File: src/hw/cog_regs.vh
// Register map, field positions, reset values and response, mode and override codes
`ifndef GENERATOR_REGS_VH
`define GENERATOR_REGS_VH
`define ADDR_CONTROL0    8'h00
`define ADDR_RISE_SRC    8'h04
`define ADDR_FALL_SRC    8'h08
`define ADDR_SHUT_SRC    8'h0C
`define ADDR_PHASE       8'h10
`define ADDR_DEADBAND    8'h14
`define ADDR_BLANK       8'h18
`define ADDR_OUTCFG      8'h1C
`define ADDR_STATUS      8'h20
`define CTL_EN_BIT       7
`define CTL_ARSEN_BIT    6
`define CTL_RSTART_BIT   5
`define CTL_DBASYNC_BIT  4
`define CTL_MODE_LSB     0
`define CTL_RESET        32'h00000000
`define SRC_RESET        8'h00
`define TIME_RESET       16'h0000
`define OUTCFG_RESET     16'h0000
`define RESP_OKAY        2'h0
`define RESP_SLVERR      2'h2
`define MODE_STEER       3'h0
`define MODE_SSTEER      3'h1
`define MODE_FWD         3'h2
`define MODE_REV         3'h3
`define MODE_HALF        3'h4
`define MODE_PUSH        3'h5
`define OVR_LOW          2'h0
`define OVR_HIGH         2'h1
`define OVR_OFF          2'h2
`define OVR_HIZ          2'h3
`endif

File: src/hw/complementary_generator.v
// Complementary PWM output generator with AXI4-Lite register slave
`timescale 1ns/100ps
`include "cog_regs.vh"
module complementary_generator (
    input  wire        clk,
    input  wire        rst,
    input  wire        ce,
    input  wire        awvalid,
    output reg         awready,
    input  wire [7:0]  awaddr,
    input  wire        wvalid,
    output reg         wready,
    input  wire [31:0] wdata,
    input  wire [3:0]  wstrb,
    output reg         bvalid,
    input  wire        bready,
    output reg  [1:0]  bresp,
    input  wire        arvalid,
    output reg         arready,
    input  wire [7:0]  araddr,
    output reg         rvalid,
    input  wire        rready,
    output reg  [31:0] rdata,
    output reg  [1:0]  rresp,
    input  wire        pwm_unit_three_output,
    input  wire        capture_compare_two_output,
    input  wire        capture_compare_one_output,
    input  wire [3:0]  comparator_synced,
    input  wire        generator_input_pin,
    input  wire        timer_four_output,
    input  wire        timer_two_output,
    input  wire        logic_cell_two_output,
    input  wire [3:0]  timing_clock_taps,
    output reg  [3:0]  generatorOut,
    output reg  [3:0]  generatorOutEnN
);
    // Register state
    reg  [31:0] generator_control_0;
    reg  [7:0]  rising_event_source_enable_0;
    reg  [7:0]  fallSrc;
    reg  [7:0]  shutdown_source_enable_1;
    reg  [15:0] phaseTime;
    reg  [15:0] deadTime;
    reg  [15:0] blankTime;
    reg  [15:0] outCfg;
    reg  [7:0]  senseCfg;
    reg  [1:0]  clkSel;
    reg  [7:0]  wAddr;
    reg  [31:0] wData;
    reg         haveAw;
    reg         haveW;
    reg         shutdown;
    reg         active;
    reg         steerPhase;
    reg  [7:0]  delayLine;
    reg         prevRise;
    reg         prevFall;
    reg  [2:0]  tickDiv;

    wire [2:0] mode      = generator_control_0[2:0];
    wire       genEn     = generator_control_0[`CTL_EN_BIT];
    wire       autoRst   = generator_control_0[`CTL_ARSEN_BIT];
    wire       dbAsync   = generator_control_0[`CTL_DBASYNC_BIT];
    wire [3:0] steerMask = generator_control_0[11:8];

    // Source vector shared by rise and fall selection
    wire [7:0] eventSrc = {pwm_unit_three_output,
                           capture_compare_two_output,
                           capture_compare_one_output,
                           comparator_synced, generator_input_pin};

    // Any enabled source asserts the event
    wire riseLvl = |(eventSrc & rising_event_source_enable_0);
    wire fallLvl = |(eventSrc & fallSrc);
    // Level-high or edge per direction; sense bit 0 rise, bit 1 fall
    wire riseEdgeMode = senseCfg[0];
    wire fallEdgeMode = senseCfg[1];
    wire riseEvt = riseEdgeMode ? (riseLvl & ~prevRise) : riseLvl;
    wire fallEvt = fallEdgeMode ? (fallLvl & ~prevFall) : fallLvl;

    // Shutdown sources: timers active high, others active low
    wire [7:0] shutSrc = {timer_four_output, timer_two_output,
                          ~logic_cell_two_output, ~comparator_synced,
                          ~generator_input_pin};
    wire shutReq = |(shutSrc & shutdown_source_enable_1);

    // Timing clock pick: system clock, internal divider or one of two tap enables
    // Divided clock is a one-cycle strobe, so timers count once per 8
    wire tick = (clkSel == 2'h0) ? 1'b1 :
                (clkSel == 2'h1) ? (tickDiv == 3'h7) :
                (clkSel == 2'h2) ? timing_clock_taps[0] :
                timing_clock_taps[1];

    // Timers: phase rise/fall, dead rise/fall, blank rise/fall
    wire phRBusy, phRDone, phFBusy, phFDone;
    // Dead-band and blanking timers only report busy
    wire dbRBusy, dbFBusy;
    wire blRBusy, blFBusy;
    wire acceptRise = riseEvt & ~active & ~blFBusy & ~phRBusy;
    wire acceptFall = fallEvt & active & ~blRBusy & ~phFBusy;
    wire goHigh = phRDone & ~shutdown;
    wire goLow  = phFDone;

    event_timer uPhR (.clk(clk), .rst(rst), .ce(ce), .tick(tick),
        .start(acceptRise), .load(phaseTime[7:0]),
        .busy(phRBusy), .done(phRDone));
    event_timer uPhF (.clk(clk), .rst(rst), .ce(ce), .tick(tick),
        .start(acceptFall), .load(phaseTime[15:8]),
        .busy(phFBusy), .done(phFDone));
    event_timer uDbR (.clk(clk), .rst(rst), .ce(ce), .tick(tick),
        .start(goHigh), .load(deadTime[7:0]),
        .busy(dbRBusy), .done());
    event_timer uDbF (.clk(clk), .rst(rst), .ce(ce), .tick(tick),
        .start(goLow), .load(deadTime[15:8]),
        .busy(dbFBusy), .done());
    event_timer uBlR (.clk(clk), .rst(rst), .ce(ce), .tick(tick),
        .start(goHigh), .load(blankTime[7:0]),
        .busy(blRBusy), .done());
    event_timer uBlF (.clk(clk), .rst(rst), .ce(ce), .tick(tick),
        .start(goLow), .load(blankTime[15:8]),
        .busy(blFBusy), .done());

    // Delay chain taps replace clocked dead band; tap picks length
    wire chainR = delayLine[deadTime[2:0]] & active;
    wire chainF = ~(delayLine[deadTime[10:8]] | active);
    wire primary   = dbAsync ? chainR : (active & ~dbRBusy);
    wire secondary = dbAsync ? chainF : (~active & ~dbFBusy);

    // Per-mode raw drive of the four outputs
    reg [3:0] next_raw;
    always @* begin
        case (mode)
            `MODE_STEER:  next_raw = {4{active}} & steerMask;
            `MODE_SSTEER: next_raw = {4{active}} & outCfg[15:12];
            `MODE_FWD:    next_raw = {1'b0, active, 1'b0, 1'b1};
            `MODE_REV:    next_raw = {active, 1'b0, 1'b1, 1'b0};
            `MODE_HALF:   next_raw = {secondary, primary,
                                      secondary, primary};
            `MODE_PUSH:   next_raw = {~steerPhase & primary,
                                      steerPhase & primary,
                                      ~steerPhase & primary,
                                      steerPhase & primary};
            default:      next_raw = 4'h0;
        endcase
    end

    // Output stage: polarity, shutdown override per output
    // Disabled generator parks each output at its polarity level
    reg [3:0] next_out;
    reg [3:0] next_enN;
    integer   i;
    always @* begin
        next_out = 4'h0;
        next_enN = 4'hF;
        for (i = 0; i < 4; i = i + 1) begin
            if (!genEn) begin
                next_out[i] = outCfg[8 + i];
                next_enN[i] = 1'b0;
            end else if (shutdown) begin
                case (outCfg[2*i +: 2])
                    `OVR_LOW:  next_out[i] = 1'b0;
                    `OVR_HIGH: next_out[i] = 1'b1;
                    `OVR_OFF:  next_out[i] = outCfg[8 + i];
                    default:   next_out[i] = 1'b0;
                endcase
                next_enN[i] = (outCfg[2*i +: 2] == `OVR_HIZ);
            end else begin
                next_out[i] = next_raw[i] ^ outCfg[8 + i];
                next_enN[i] = 1'b0;
            end
        end
    end

    // Write strobes, ahead of the cycle state that reads them;
    // a restart write clears shutdown at the edge the word lands
    wire wriCtl = haveAw && haveW && !bvalid
                  && (wAddr == `ADDR_CONTROL0);
    wire doWrite = haveAw && haveW && !bvalid;

    // Cycle state: rise sets active, fall clears it
    always @(posedge clk or posedge rst) begin
        if (rst) begin
            active     <= 1'b0;
            steerPhase <= 1'b0;
            shutdown   <= 1'b0;
            prevRise   <= 1'b0;
            prevFall   <= 1'b0;
            delayLine  <= 8'h00;
            tickDiv    <= 3'h0;
            generatorOut    <= 4'h0;
            generatorOutEnN <= 4'hF;
        end else if (ce) begin
            prevRise  <= riseLvl;
            prevFall  <= fallLvl;
            tickDiv   <= tickDiv + 3'h1;
            delayLine <= {delayLine[6:0], active};
            generatorOut    <= next_out;
            generatorOutEnN <= next_enN;
            if (!genEn) begin
                active <= 1'b0;
            end else if (goHigh) begin
                active     <= 1'b1;
                steerPhase <= ~steerPhase;
            end else if (goLow || shutdown) begin
                active <= 1'b0;
            end
            // Shutdown is sticky unless auto-restart; restart needs rise
            // A request in the same cycle outweighs either clear
            if (shutReq) begin
                shutdown <= 1'b1;
            end else if (autoRst && riseEvt) begin
                shutdown <= 1'b0;
            end else if (wriCtl && wData[`CTL_RSTART_BIT]) begin
                shutdown <= 1'b0;
            end
        end
    end

    // AXI4-Lite write path: address and data in any order
    always @(posedge clk or posedge rst) begin
        if (rst) begin
            awready <= 1'b1;
            wready  <= 1'b1;
            haveAw  <= 1'b0;
            haveW   <= 1'b0;
            wAddr   <= 8'h00;
            wData   <= 32'h00000000;
            bvalid  <= 1'b0;
            bresp   <= `RESP_OKAY;
            generator_control_0          <= `CTL_RESET;
            rising_event_source_enable_0 <= `SRC_RESET;
            fallSrc                      <= `SRC_RESET;
            shutdown_source_enable_1     <= `SRC_RESET;
            phaseTime <= `TIME_RESET;
            deadTime  <= `TIME_RESET;
            blankTime <= `TIME_RESET;
            outCfg    <= `OUTCFG_RESET;
            senseCfg  <= 8'h00;
            clkSel    <= 2'h0;
        end else if (ce) begin
            if (awvalid && awready) begin
                wAddr   <= awaddr;
                haveAw  <= 1'b1;
                awready <= 1'b0;
            end
            if (wvalid && wready) begin
                wData  <= wdata;
                haveW  <= 1'b1;
                wready <= 1'b0;
            end
            if (doWrite) begin
                bvalid <= 1'b1;
                bresp  <= `RESP_OKAY;
                case (wAddr)
                    `ADDR_CONTROL0: generator_control_0 <= wData;
                    `ADDR_RISE_SRC: rising_event_source_enable_0
                                        <= wData[7:0];
                    `ADDR_FALL_SRC: fallSrc <= wData[7:0];
                    `ADDR_SHUT_SRC: shutdown_source_enable_1
                                        <= wData[7:0];
                    `ADDR_PHASE:    phaseTime <= wData[15:0];
                    `ADDR_DEADBAND: deadTime  <= wData[15:0];
                    `ADDR_BLANK:    blankTime <= wData[15:0];
                    `ADDR_OUTCFG: begin
                        outCfg   <= wData[15:0];
                        senseCfg <= wData[23:16];
                        clkSel   <= wData[25:24];
                    end
                    default:        bresp <= `RESP_SLVERR;
                endcase
            end
            if (bvalid && bready) begin
                bvalid  <= 1'b0;
                haveAw  <= 1'b0;
                haveW   <= 1'b0;
                awready <= 1'b1;
                wready  <= 1'b1;
            end
        end
    end

    // AXI4-Lite read path: one-cycle answer after address taken
    always @(posedge clk or posedge rst) begin
        if (rst) begin
            arready <= 1'b1;
            rvalid  <= 1'b0;
            rdata   <= 32'h00000000;
            rresp   <= `RESP_OKAY;
        end else if (ce) begin
            if (arvalid && arready) begin
                arready <= 1'b0;
                rvalid  <= 1'b1;
                rresp   <= `RESP_OKAY;
                case (araddr)
                    `ADDR_CONTROL0: rdata <= generator_control_0;
                    `ADDR_RISE_SRC: rdata <= {24'h000000,
                                        rising_event_source_enable_0};
                    `ADDR_FALL_SRC: rdata <= {24'h000000, fallSrc};
                    `ADDR_SHUT_SRC: rdata <= {24'h000000,
                                        shutdown_source_enable_1};
                    `ADDR_PHASE:    rdata <= {16'h0000, phaseTime};
                    `ADDR_DEADBAND: rdata <= {16'h0000, deadTime};
                    `ADDR_BLANK:    rdata <= {16'h0000, blankTime};
                    `ADDR_OUTCFG:   rdata <= {6'h00, clkSel, senseCfg,
                                              outCfg};
                    `ADDR_STATUS:   rdata <= {24'h000000, generatorOut,
                                              2'h0, shutdown, active};
                    default: begin
                        rdata <= 32'h00000000;
                        rresp <= `RESP_SLVERR;
                    end
                endcase
            end else if (rvalid && rready) begin
                rvalid  <= 1'b0;
                arready <= 1'b1;
            end
        end
    end
endmodule // complementary_generator

File: src/hw/event_timer.v
// Down-counting interval timer gated by the generator timing clock enable
`timescale 1ns/100ps
module event_timer (
    input  wire       clk,
    input  wire       rst,
    input  wire       ce,
    input  wire       tick,
    input  wire       start,
    input  wire [7:0] load,
    output reg        busy,
    output reg        done
);
    reg [7:0] count;

    // Start reloads; zero load finishes on next tick
    always @(posedge clk or posedge rst) begin
        if (rst) begin
            count <= 8'h00;
            busy  <= 1'b0;
            done  <= 1'b0;
        end else if (ce) begin
            done <= 1'b0;
            if (start) begin
                count <= load;
                busy  <= 1'b1;
            end else if (busy && tick) begin
                if (count == 8'h00) begin
                    busy <= 1'b0;
                    done <= 1'b1;
                end else begin
                    count <= count - 8'h01;
                end
            end
        end
    end
endmodule // event_timer

File: config.mk
export PLATFORM = sky130hd
export DESIGN_NAME = complementary_generator
export DESIGN_NICKNAME = d
export VERILOG_FILES = /design/src/hw/complementary_generator.v /design/src/hw/event_timer.v
export VERILOG_INCLUDE_DIRS = /design/src /design/src/hw
export SDC_FILE = /design/constraint.sdc
export NUM_CORES = 1
export LEC_CHECK = 0
export BUFFER_PORTS_ARGS = -buffer_cell sky130_fd_sc_hd__buf_2
export CAP_MARGIN = 15
export CORE_ASPECT_RATIO = 0.75
export CORE_UTILIZATION = 54
export DETAILED_ROUTE_END_ITERATION = 16
export GPL_ROUTABILITY_DRIVEN = 0
export PLACE_DENSITY = 0.79
export SLEW_MARGIN = 20
export SYNTH_ARGS = -nofsm -noshare
export SYNTH_HDL_FRONTEND = slang
export SYNTH_SLANG_ARGS = --single-unit
File: constraint.sdc
create_clock -name clk -period 9.04 [get_ports clk]
set_input_delay 1.808 -clock clk [delete_from_list [all_inputs] [get_ports clk]]
set_output_delay 1.808 -clock clk [all_outputs]
set_load 0.05 [all_outputs]
**Word-level counts from Yosys, hierarchy flattened**

Index checks and enable logic that the tools add are counted.

- Reduce and logical (&&, ||, !) cells: 81
- Shift operators: 0
- Div/mod/pow operators: 0
- Equality and inequality tests: 42
- Order comparisons: 2
- Multipliers: 0
- Add/subtract/negate cells: 7
- Bitwise logic cells: 39
- Muxes and demuxes: 97

Operators with widths:

| kind | count |
|---|---|
| 32-bit one-hot mux with 9 select lines | 1 |
| 8-bit two-way mux | 18 |
| 1-bit two-way mux | 69 |
| 8-bit by 5-bit == test with 1-bit output (second input constant) | 8 |
| 8-bit logical NOT | 8 |
| 3-bit AND reduction | 21 |
| 8-bit by 1-bit subtractor with 8-bit output (second input constant) | 6 |
| 8-bit by 4-bit == test with 1-bit output (second input constant) | 4 |
| 2-bit nonzero test | 16 |
| 8-bit OR reduction | 4 |
| 8-bit bitwise AND | 3 |
| 4-bit one-hot mux with 6 select lines | 1 |
| 2-bit AND reduction | 10 |
| 2-bit == test (second input constant) | 9 |
| 8-bit by 3-bit == test with 1-bit output (second input constant) | 2 |
| 1-bit logical AND | 16 |
| 1-bit bitwise AND | 14 |
| 1-bit inverter | 14 |
| 2-bit != test (second input constant) | 6 |
| 2-bit by 1-bit == test with 1-bit output (second input constant) | 5 |
| 3-bit == test (second input constant) | 3 |
| 9-bit OR reduction | 1 |
| 4-bit bitwise AND | 2 |
| 8-bit by 6-bit == test with 1-bit output (second input constant) | 1 |
| other kinds (16) | 26 |

- Bits in latches: 0
- Bits in read-only memories: 0
- Memories kept: 0
- Logic and storage cells: 313
- Input port bits: 75
- Bits in registers: 293
- Memory bits (writable): 0
- Output and inout bits: 49

**Longest topological paths before layout**

Gate-level depths: netlist (run 1).

- Depth in word-level cells: 9
- Mapped depth: 8
- Mapped depth without buffers: 7

**Modules after synthesis**

Synthesis (run 1) repeated with hierarchy kept, for this count alone.

- Cell total of the unflattened synthesis: 1,333
- Area, all modules: 14,800.4 µm²

Modules (own cells, without submodules):

| module | cells each | instances | seq. area each (µm²) | area an instance (µm²) |
|---|---|---|---|---|
| complementary_generator | 865 | 1 | 5,889.4 | 10,844.2 |
| event_timer | 78 | 6 | 250.2 | 659.4 |

**Worst setup path before layout (run 1)**

No wires, ideal clock.

- Path type: input to register
- Start point: in araddr[3]
- End point: reg rdata[0]
- Arrival time: 3,282 ps
- Data required time: 8,912 ps
- Library setup time: 128 ps
- Stages on the path: 6
- Slack: 5,630 ps
- Path buffers: 2
- Path through: buf_2 -> buf_1 -> mux2_2 -> a222oi_1 -> a2bb2oi_1 -> o31ai_1

- Longest elaborated chain between the ends: 2
- Elaborated cells between the ends (all ways): 10
- Classes of those cells: 8 x eq/ne; 1 x mux; 1 x reduce/logical

Ends and longest elaborated chain:

| element | line | text |
|---|---|---|
| start: declaration | complementary_generator.v:20 | `input wire [7:0] araddr,` |
| 8-bit by 6-bit == test with 1-bit output (tied with other cells) | complementary_generator.v:294 | `case (araddr)` |
| 32-bit one-hot mux with 9 select lines * | complementary_generator.v:294 |  |
| end signal: assignment | complementary_generator.v:295 | `` `ADDR_CONTROL0: rdata <= generator_control_0; `` |
| end signal: assignment | complementary_generator.v:296 | `` `ADDR_RISE_SRC: rdata <= {24'h000000, `` |
| end signal: assignment | complementary_generator.v:298 | `` `ADDR_FALL_SRC: rdata <= {24'h000000, fallSrc}; `` |
| end: declaration | complementary_generator.v:23 | `output reg [31:0] rdata,` |

Every way passes the cells marked *; elsewhere a longest branch is shown, timed or not.
A chain may end at the register's enable or synchronous reset.

**Worst setup path after layout (run 1)**

- Start point: in ce
- End point: reg uPhR.count[4]

- Longest elaborated chain between the ends: 1

Ends and longest elaborated chain:

| element | line | text |
|---|---|---|
| start: declaration | complementary_generator.v:7 | `input wire ce,` |
| 3-bit AND reduction (no source line) | n/a |  |
| end signal: assignment | event_timer.v:24 | `count <= load;` |
| end signal: assignment | event_timer.v:31 | `count <= count - 8'h01;` |
| end: declaration | event_timer.v:13 | `reg [7:0] count;` |

No other way between the ends.

==> metrics, run 1 <==
CP max stage delay 950 ps; Distinct cells, synth 80; final setup vio count 0; Cells after Synth 1254; P&R area growth vs syn 13.76%; Tightest Pin Transition 1056 ps; post-synthesis compound-gate area fraction between 10% and 20%; placed insts 1664; I/O Buffers 115; ANT nets after route 0; vias in the first global route 10654; Detailed Place HPWL about 25000 um; synth warn 0; DRC errors left 0; syn_area_per_cell 11.38 sq um; Resized cells post-CTS 0; Worst-path clk slew 60 ps; crit share post-route 43.08%; Rel. slew slack 29.50%; Hold WC Path Type reg2reg; Arrival @ worst endpoint 4350 ps; DR iter-0 viols ~980; first-pass GRT wire length roughly 60000 um; post-route cell area 16240 sq um; Die H 142.8 um; postcts setup bufs 0; GRT Resource Usage Total 27.63%; Core ar. 25970 sq um; Initial Util 54.96%; clk buf depth 3; status completed; H-tree level count 1; routed vias 10668; clock insertion delay at the later pin of the skew report between 500 and 600 ps; I/O Pins 124; Required @ worst endpoint approximately 9500 ps; worst-path fanout max 51; worst-path cell chain buf_2, buf_4, inv_1, o32ai_2, o21ai_0, a22o_1; Critical Path Start Type input pin; Post-synth top flop dfrtp_1; Post-Synth XOR/XNOR Area less than 1%; setup_tns 0 ps; slowest stage cell, crit path o32ai_2; post-layout minimum cycle time 3895 ps; number of max-cap violations 0; first drt pass iteration count 5; Vias/cell about 6.2; Yosys reg bits 291; antenna violations before repair 2; CTS tree built; Final Non-Filler Cells 1720; pin count of the biggest net entering global routing 160; hold slack final 473.7 ps; # hold bufs at CTS 0; fin. max-slew vios 0; Routed WL 36400 um; Setup CP Type in2reg; RSZ-0062 raised after global routing false; placed cell areas 15120 sq um; static leakage 7.643 nW; CTS Root Cell clkbuf_16; sequential area share after synthesis 51.07%; Post-Synth Adder-Cell Area 2.104%; WL/cell 21.17 um; cts bufs inserted 30; post-synthesis mux area share 17.55%; row count 51; Die ar. 27100 sq um; share of cells above drive strength 1 30.33%; remaining global-route overflow 0; Sink Count slightly below 300; largest family of logic cells by synthesized area multiplexers; die width between 150 and 200 um; Post-synth EDFFs 0; Crit. End Element flop; max frequency 256.8 MHz; PD cells ~250 nW/um^2; Final Skew 21.12 ps; Nets 1451; Async SR Flop Fraction 100.0%; final hold violations 0; Simple-Gate Fraction of Synth Area a little under an eighth; Cell Area, Synth about 14000 sq um; Peak VDD IR 0.2443 mV
per-stage QoR:
step | utilization, % | worst slack [ps] | power [mW]
floorplan | - | 3377 | 2.401
global placement | 58.24 | 4725 | 2.625
detailed placement | 58.24 | 4646 | 2.677
CTS | 62.52 | 5195 | 4.055
global route | 62.52 | 5014 | 4.250
finish | 62.53 | 5145 | 4.059
logic make-up after synthesis:
| logic type | Yosys count |
|---|---|
| flip-flops | 291 |
| multiplexers | 217 |
| AO/OA/AOI/OAI | 299 |
| XOR/XNOR | 2 |
| other | 1 |
| buffers and inverters | 113 |
| AND/OR/NAND/NOR | 307 |
| adder cells (fa/ha/maj) | 24 |
synthesized netlist by cell type (15+ instances only):
cell | count | area (sq um)
inv_1 | 48 | 180.2
mux2_2 | 176 | 1982
buf_2 | 18 | 90.09
ha_1 | 24 | 300.3
nor3_1 | 17 | 85.08
o22ai_1 | 15 | 93.84
a22o_1 | 22 | 192.7
clkbuf_1 | 34 | 127.6
mux2i_1 | 26 | 260.3
nand3_1 | 33 | 165.2
o21ai_0 | 88 | 440.4
nand2_1 | 105 | 394.1
dfrtp_1 | 284 | 7107
a21oi_1 | 50 | 250.2
a22oi_1 | 49 | 367.9
nor2_1 | 54 | 202.7
critical path: cells and delay by family:
kind	cells	cell delay, ps
AO/OA/AOI/OAI	3	1440
buffers and inverters	3	1060
sequential cells by signal (all words and copies together), names as in the netlist, 16 cells and up:
| register | count |
|---|---|
| deadTime | 16 |
| generator_control_0 | 32 |
| phaseTime | 16 |
| blankTime | 16 |
| rdata | 32 |
| outCfg | 16 |
| wData | 32 |
worst paths after layout:
path / startpoint / endpoint / slack [ps] / cells past startpoint
setup / recovery: ce / uPhR.count[4] / 5150 / 6
hold / removal: awready / awready / 470 / 2
setup reg to reg: tickDiv[0] / uBlR.count[7] / 6340 / 7
hold reg to reg: awready / awready / 470 / 2
max in group asynchronous: rst / phaseTime[12] / 5740 / 4
min in group asynchronous: rst / wAddr[7] / 1350 / 2
final cells by class:
class                   instances  area [sq um]
clock buffers                  37         807.0
diodes                          1         2.502
inverters                      48         183.9
clock inverters                18         305.3
fillers                      2010          9732
flip-flops and latches        291          7291
well taps                     344         430.4
repair buffers                130         700.7
multi-input cells             851          6519
placed cells by master, fill, tap and decap left out, types with 5 or more instances in the layout:
master | netlist | layout
buf_4 | 6 | 14
nor2_1 | 54 | 53
and3b_1 | 6 | 6
mux2i_1 | 26 | 26
mux2_2 | 176 | 176
or2_2 | 6 | 6
nor4_1 | 13 | 13
o21ai_0 | 88 | 88
and3_1 | 5 | 5
inv_1 | 48 | 47
a21o_1 | 13 | 13
nand2_1 | 105 | 105
ha_1 | 24 | 24
clkinv_2 | 0 | 5
mux2_4 | 10 | 10
buf_2 | 18 | 115
or4_1 | 8 | 8
bufinv_16 | 0 | 7
nor3_1 | 17 | 17
nand3_1 | 33 | 31
clkbuf_16 | 0 | 30
nand2b_1 | 9 | 9
mux4_2 | 5 | 5
a21oi_1 | 50 | 50
o22ai_1 | 15 | 15
o2111ai_1 | 7 | 7
or3_1 | 11 | 11
a22oi_1 | 49 | 49
o2bb2ai_1 | 10 | 10
a221oi_1 | 6 | 6
dfrtp_1 | 284 | 284
a22o_1 | 22 | 22
dfstp_2 | 7 | 7
report_power, final:
group          internal (mW)  leakage (nW)  switching [mW]
registers               1.57          3.87           0.346
logic                  0.367          3.24           0.398
clock network          0.839         0.535           0.540
total                   2.78          7.64            1.28
metal layers:
metal	share of wire (%)	global-route usage, %
met1	44	38.69
met3	8.4	6.341
met4	2.8	8.362
met2	45	42.97
met5	0.030	0
Note: power is estimated with default switching activity, not from simulation.
==> run 2, diff against run 1 <==
--- a/config.mk
+++ b/config.mk
@@ -6,13 +6,14 @@
 export SDC_FILE = /design/constraint.sdc
 export NUM_CORES = 1
 export LEC_CHECK = 0
+export ABC_AREA = 1
 export BUFFER_PORTS_ARGS = -buffer_cell sky130_fd_sc_hd__buf_2
 export CAP_MARGIN = 15
 export CORE_ASPECT_RATIO = 0.75
-export CORE_UTILIZATION = 54
+export CORE_UTILIZATION = 55
 export DETAILED_ROUTE_END_ITERATION = 16
 export GPL_ROUTABILITY_DRIVEN = 0
-export PLACE_DENSITY = 0.79
+export PLACE_DENSITY = 0.78
 export SLEW_MARGIN = 20
 export SYNTH_ARGS = -nofsm -noshare
 export SYNTH_HDL_FRONTEND = slang
==> constraint.sdc (replaced) <==
create_clock -name clk -period 4 [get_ports clk]
set_input_delay 0.8 -clock clk [delete_from_list [all_inputs] [get_ports clk]]
set_output_delay 0.8 -clock clk [all_outputs]
set_load 0.05 [all_outputs]
==> run 2 against run 1 <==
  * Area after synthesis fell by 1.8%
  * Sequential share of layout area up 0.82 points
  * First-iteration DRC count is 64% higher
  * Clock power grew 100%
  * Worst hold slack worse by 250 ps
  * Utilization grew 1.4 points
  * Largest power group unchanged
  * Highest routed layer is now met4
  * Clock skew down 2.4 ps
  * Power rose to 2.6 times the previous value
  * Synthesized cell count increased by 38%
  * Register-to-register slack got worse by 4700 ps
  * Sequential power is 140% higher
  * Combinational power grew to 4.1 times the previous value
==> metrics, run 2 <==
status completed; Required @ worst endpoint 4470 ps (-5020 ps); DRC errors left 0 (unchanged); max frequency between 400 and 500 MHz; pin count of the biggest net entering global routing 53 (-67%); Pint 6.543 mW (+140%); Inserted Diodes 0 (-1); CTS tree built; Routed WL 39050 um (+7.3%); CTS Root Cell clkbuf_16; count leader, synth nand2_1; clk buf depth 3 (unchanged); Arrival @ worst endpoint 2860 ps (-1490 ps); worst-path fanout max 22 (-57%); crit share post-route between 50% and 60%; final setup vio count 0 (unchanged); routed vias 12551 (+18%); Cell Area, Synth 14020 sq um (-1.8%); Die ar. 26140 sq um (-3.5%); die width 186.4 um (-1.8%); share of cells above drive strength 1 12.25% (-18 points); PD cells 666.5 nW/um^2 (+170%); Initial Util 56.17% (+1.2 points); synth warn 0 (unchanged); Crit. End Element flop; Resized cells post-CTS 0 (unchanged); ANT nets after route 0 (unchanged); Final Total Pwr 10.63 mW (+160%); P_sw 4.087 mW (+220%); CP top delay family buffers and inverters; Crit path depth 8 (+2); Vias/cell 5.728 (-7.6%); clock insertion delay at the later pin of the skew report 560 ps (-20 ps); DR iter-0 viols 1600 (+64%); Worst Reg2Reg Path Length in Cells 8 (+1); post-route cell area 15950 sq um (-1.8%); Setup CP Type reg2reg; CP max stage delay 530 ps (-420 ps); switching share of total power 38.45% (+6.8 points); fin. max-slew vios 0 (unchanged); postcts setup bufs 0 (unchanged); Final Skew 18.73 ps (-2.395 ps); CP most frequent cell inv_1; Hold WC Path Type in2async; Worst Path Buf+Inv 3 (unchanged); Worst-path clk slew 70 ps (about the same); post-layout minimum cycle time approximately 2400 ps; number of max-cap violations 0 (unchanged); remaining global-route overflow 0 (unchanged); placed cell areas 14940 sq um (-1.2%); Post-synth top flop dfrtp_1; most frequent cells after synthesis nand2_1 (485), dfrtp_1 (284), o21ai_0 (245), inv_1 (186), nor2_1 (94); row count 50 (-2.0%); Core ar. 24960 sq um (-3.9%); Rel. slew slack 30.25% (+0.75 points); Comb pwr share 29.6% (+11 points); GRT Resource Usage Total 30.15% (+2.5 points); Yosys reg bits 291 (unchanged); first drt pass iteration count 6 (+1); I/O Pins 124 (unchanged); I/O Buffers 115 (unchanged); Sink Count 291 (unchanged); Async SR Flop Fraction 100.0% (unchanged); Clk network pwr share 26.5% (-7.5 points); first-pass GRT wire length 62320 um (+6.4%); H-tree level count 1 (unchanged); # hold bufs at CTS 0 (unchanged); antenna violations before repair 0 (-2); Synth top area share 50.69% (+0.91 points); syn_area_per_cell 8.127 sq um (-29%); RSZ-0062 raised after global routing false; static leakage 7.904 nW (+3.4%); sequential area share after synthesis 52.00% (+0.93 points); Detailed Place HPWL 27570 um (+11%); top flop regs generator_control_0: 32 flops, rdata: 32 flops, wData: 32 flops; cts bufs inserted 28 (-6.7%); commonest non-fill, non-tap cell in the layout nand2_1; most frequent cells in the layout nand2_1 (484), dfrtp_1 (284), o21ai_0 (245); vias in the first global route 11700 (+9.8%); worst-path cell chain nor2_1, buf_4, inv_1, a21oi_1, nand2_1, inv_1, o211ai_1, o21ai_0; final hold violations 0 (unchanged); Synth area leader dfrtp_1; Tightest Pin Transition 1044 ps (-12.62 ps); Peak VDD IR 0.4663 mV (+91%); Post-synth EDFFs 0 (unchanged); P&R area growth vs syn 13.76% (about the same); WL/cell 17.82 um (-16%); Cells after Synth 1725 (+38%); Critical Path Start Type flop; Nets 1930 (+33%); slowest stage cell, crit path dfrtp_1; sequential power share 43.9% (-3.3 points); Distinct cells, synth 48 (-40%); Synth area leaders dfrtp_1 (51%), nand2_1 (13%), o21ai_0 (8.7%); Die H 140.3 um (-1.8%)
run 2: area by class of cell:
| cell class | instances | area, sq um |
|---|---|---|
| multi-input cells | 1175 | 5702 |
| inverters | 195 | 735.7 |
| well taps | 338 | 422.9 |
| clock buffers | 40 | 835.8 |
| flip-flops and latches | 291 | 7291 |
| repair buffers | 140 | 813.3 |
| clock inverters | 12 | 148.9 |
| fillers | 2019 | 9012 |
run 2: metrics by stage:
| step | worst slack, ps | utilization (%) | hold WS (ps) | setup TNS, ps | instances |
|---|---|---|---|---|---|
| 2_1_floorplan | -655.5 | - | 442.1 | -186150 | 1726 |
| 3_3_place_gp | 1282 | 59.87 | 453.6 | 0 | 2138 |
| 3_5_place_dp | 1232 | 59.87 | 460.0 | 0 | 2138 |
| 4_1_cts | 1696 | 63.81 | 421.4 | 0 | 2190 |
| 5_1_grt | 1449 | 63.89 | 248.9 | 0 | 2191 |
| 6_report | 1612 | 63.89 | 227.6 | 0 | 2191 |
run 2: cell families after synthesis:
logic type / count (synthesis) / share of synthesized area [%]
AO/OA/AOI/OAI: 424 / 16.51
XOR/XNOR: 12 / 0.7497
adder cells (fa/ha/maj): 24 / 2.142
buffers and inverters: 260 / 7.407
flip-flops: 291 / 52.00
multiplexers: 5 / 0.4016
other: 1 / 0.02675
AND/OR/NAND/NOR: 708 / 20.76
run 2: path summary, 6_finish.rpt:
check                      startpoint            end  slack [ps]
setup / recovery             shutdown  uBlR.count[1]        1610
hold / removal                    rst  phaseTime[12]         230
setup reg to reg             shutdown  uBlR.count[1]        1610
hold reg to reg             rdata[21]      rdata[21]         470
max in group asynchronous         rst        awready        2720
min in group clk            awaddr[1]       wAddr[1]         430
run 2: worst register-to-register path: stages, from the launching register on:
cell and delay [ps]:
dfrtp_1 530, nor2_1 160, buf_4 260, inv_1 330, a21oi_1 320, nand2_1 190, inv_1 280, o211ai_1 130
o21ai_0 100
run 2: power by group through the flow:
| stage | clock network, mW | logic [mW] | registers (mW) |
|---|---|---|---|
| after global routing | 2.94 | 3.56 | 4.77 |
| after global placement | 0 | 2.94 | 4.65 |
| final | 2.81 | 3.15 | 4.67 |
| after CTS | 2.82 | 3.10 | 4.64 |
| after detailed placement | 0 | 3.08 | 4.67 |
| after floorplan | 0 | 2.13 | 4.63 |
run 2: per-layer routing:
layer | wire, um | up-vias | part of all wire, % | GRT usage, %
met2 | 17350 | 635 | 44 | 45.86
met3 | 3587 | 102 | 9.2 | 5.412
met5 | 0 | - | 0 | 0
met4 | 1158 | 0 | 3.0 | 9.787
met1 | 16960 | 5950 | 43 | 43.89
li1 | - | 5864 | - | -
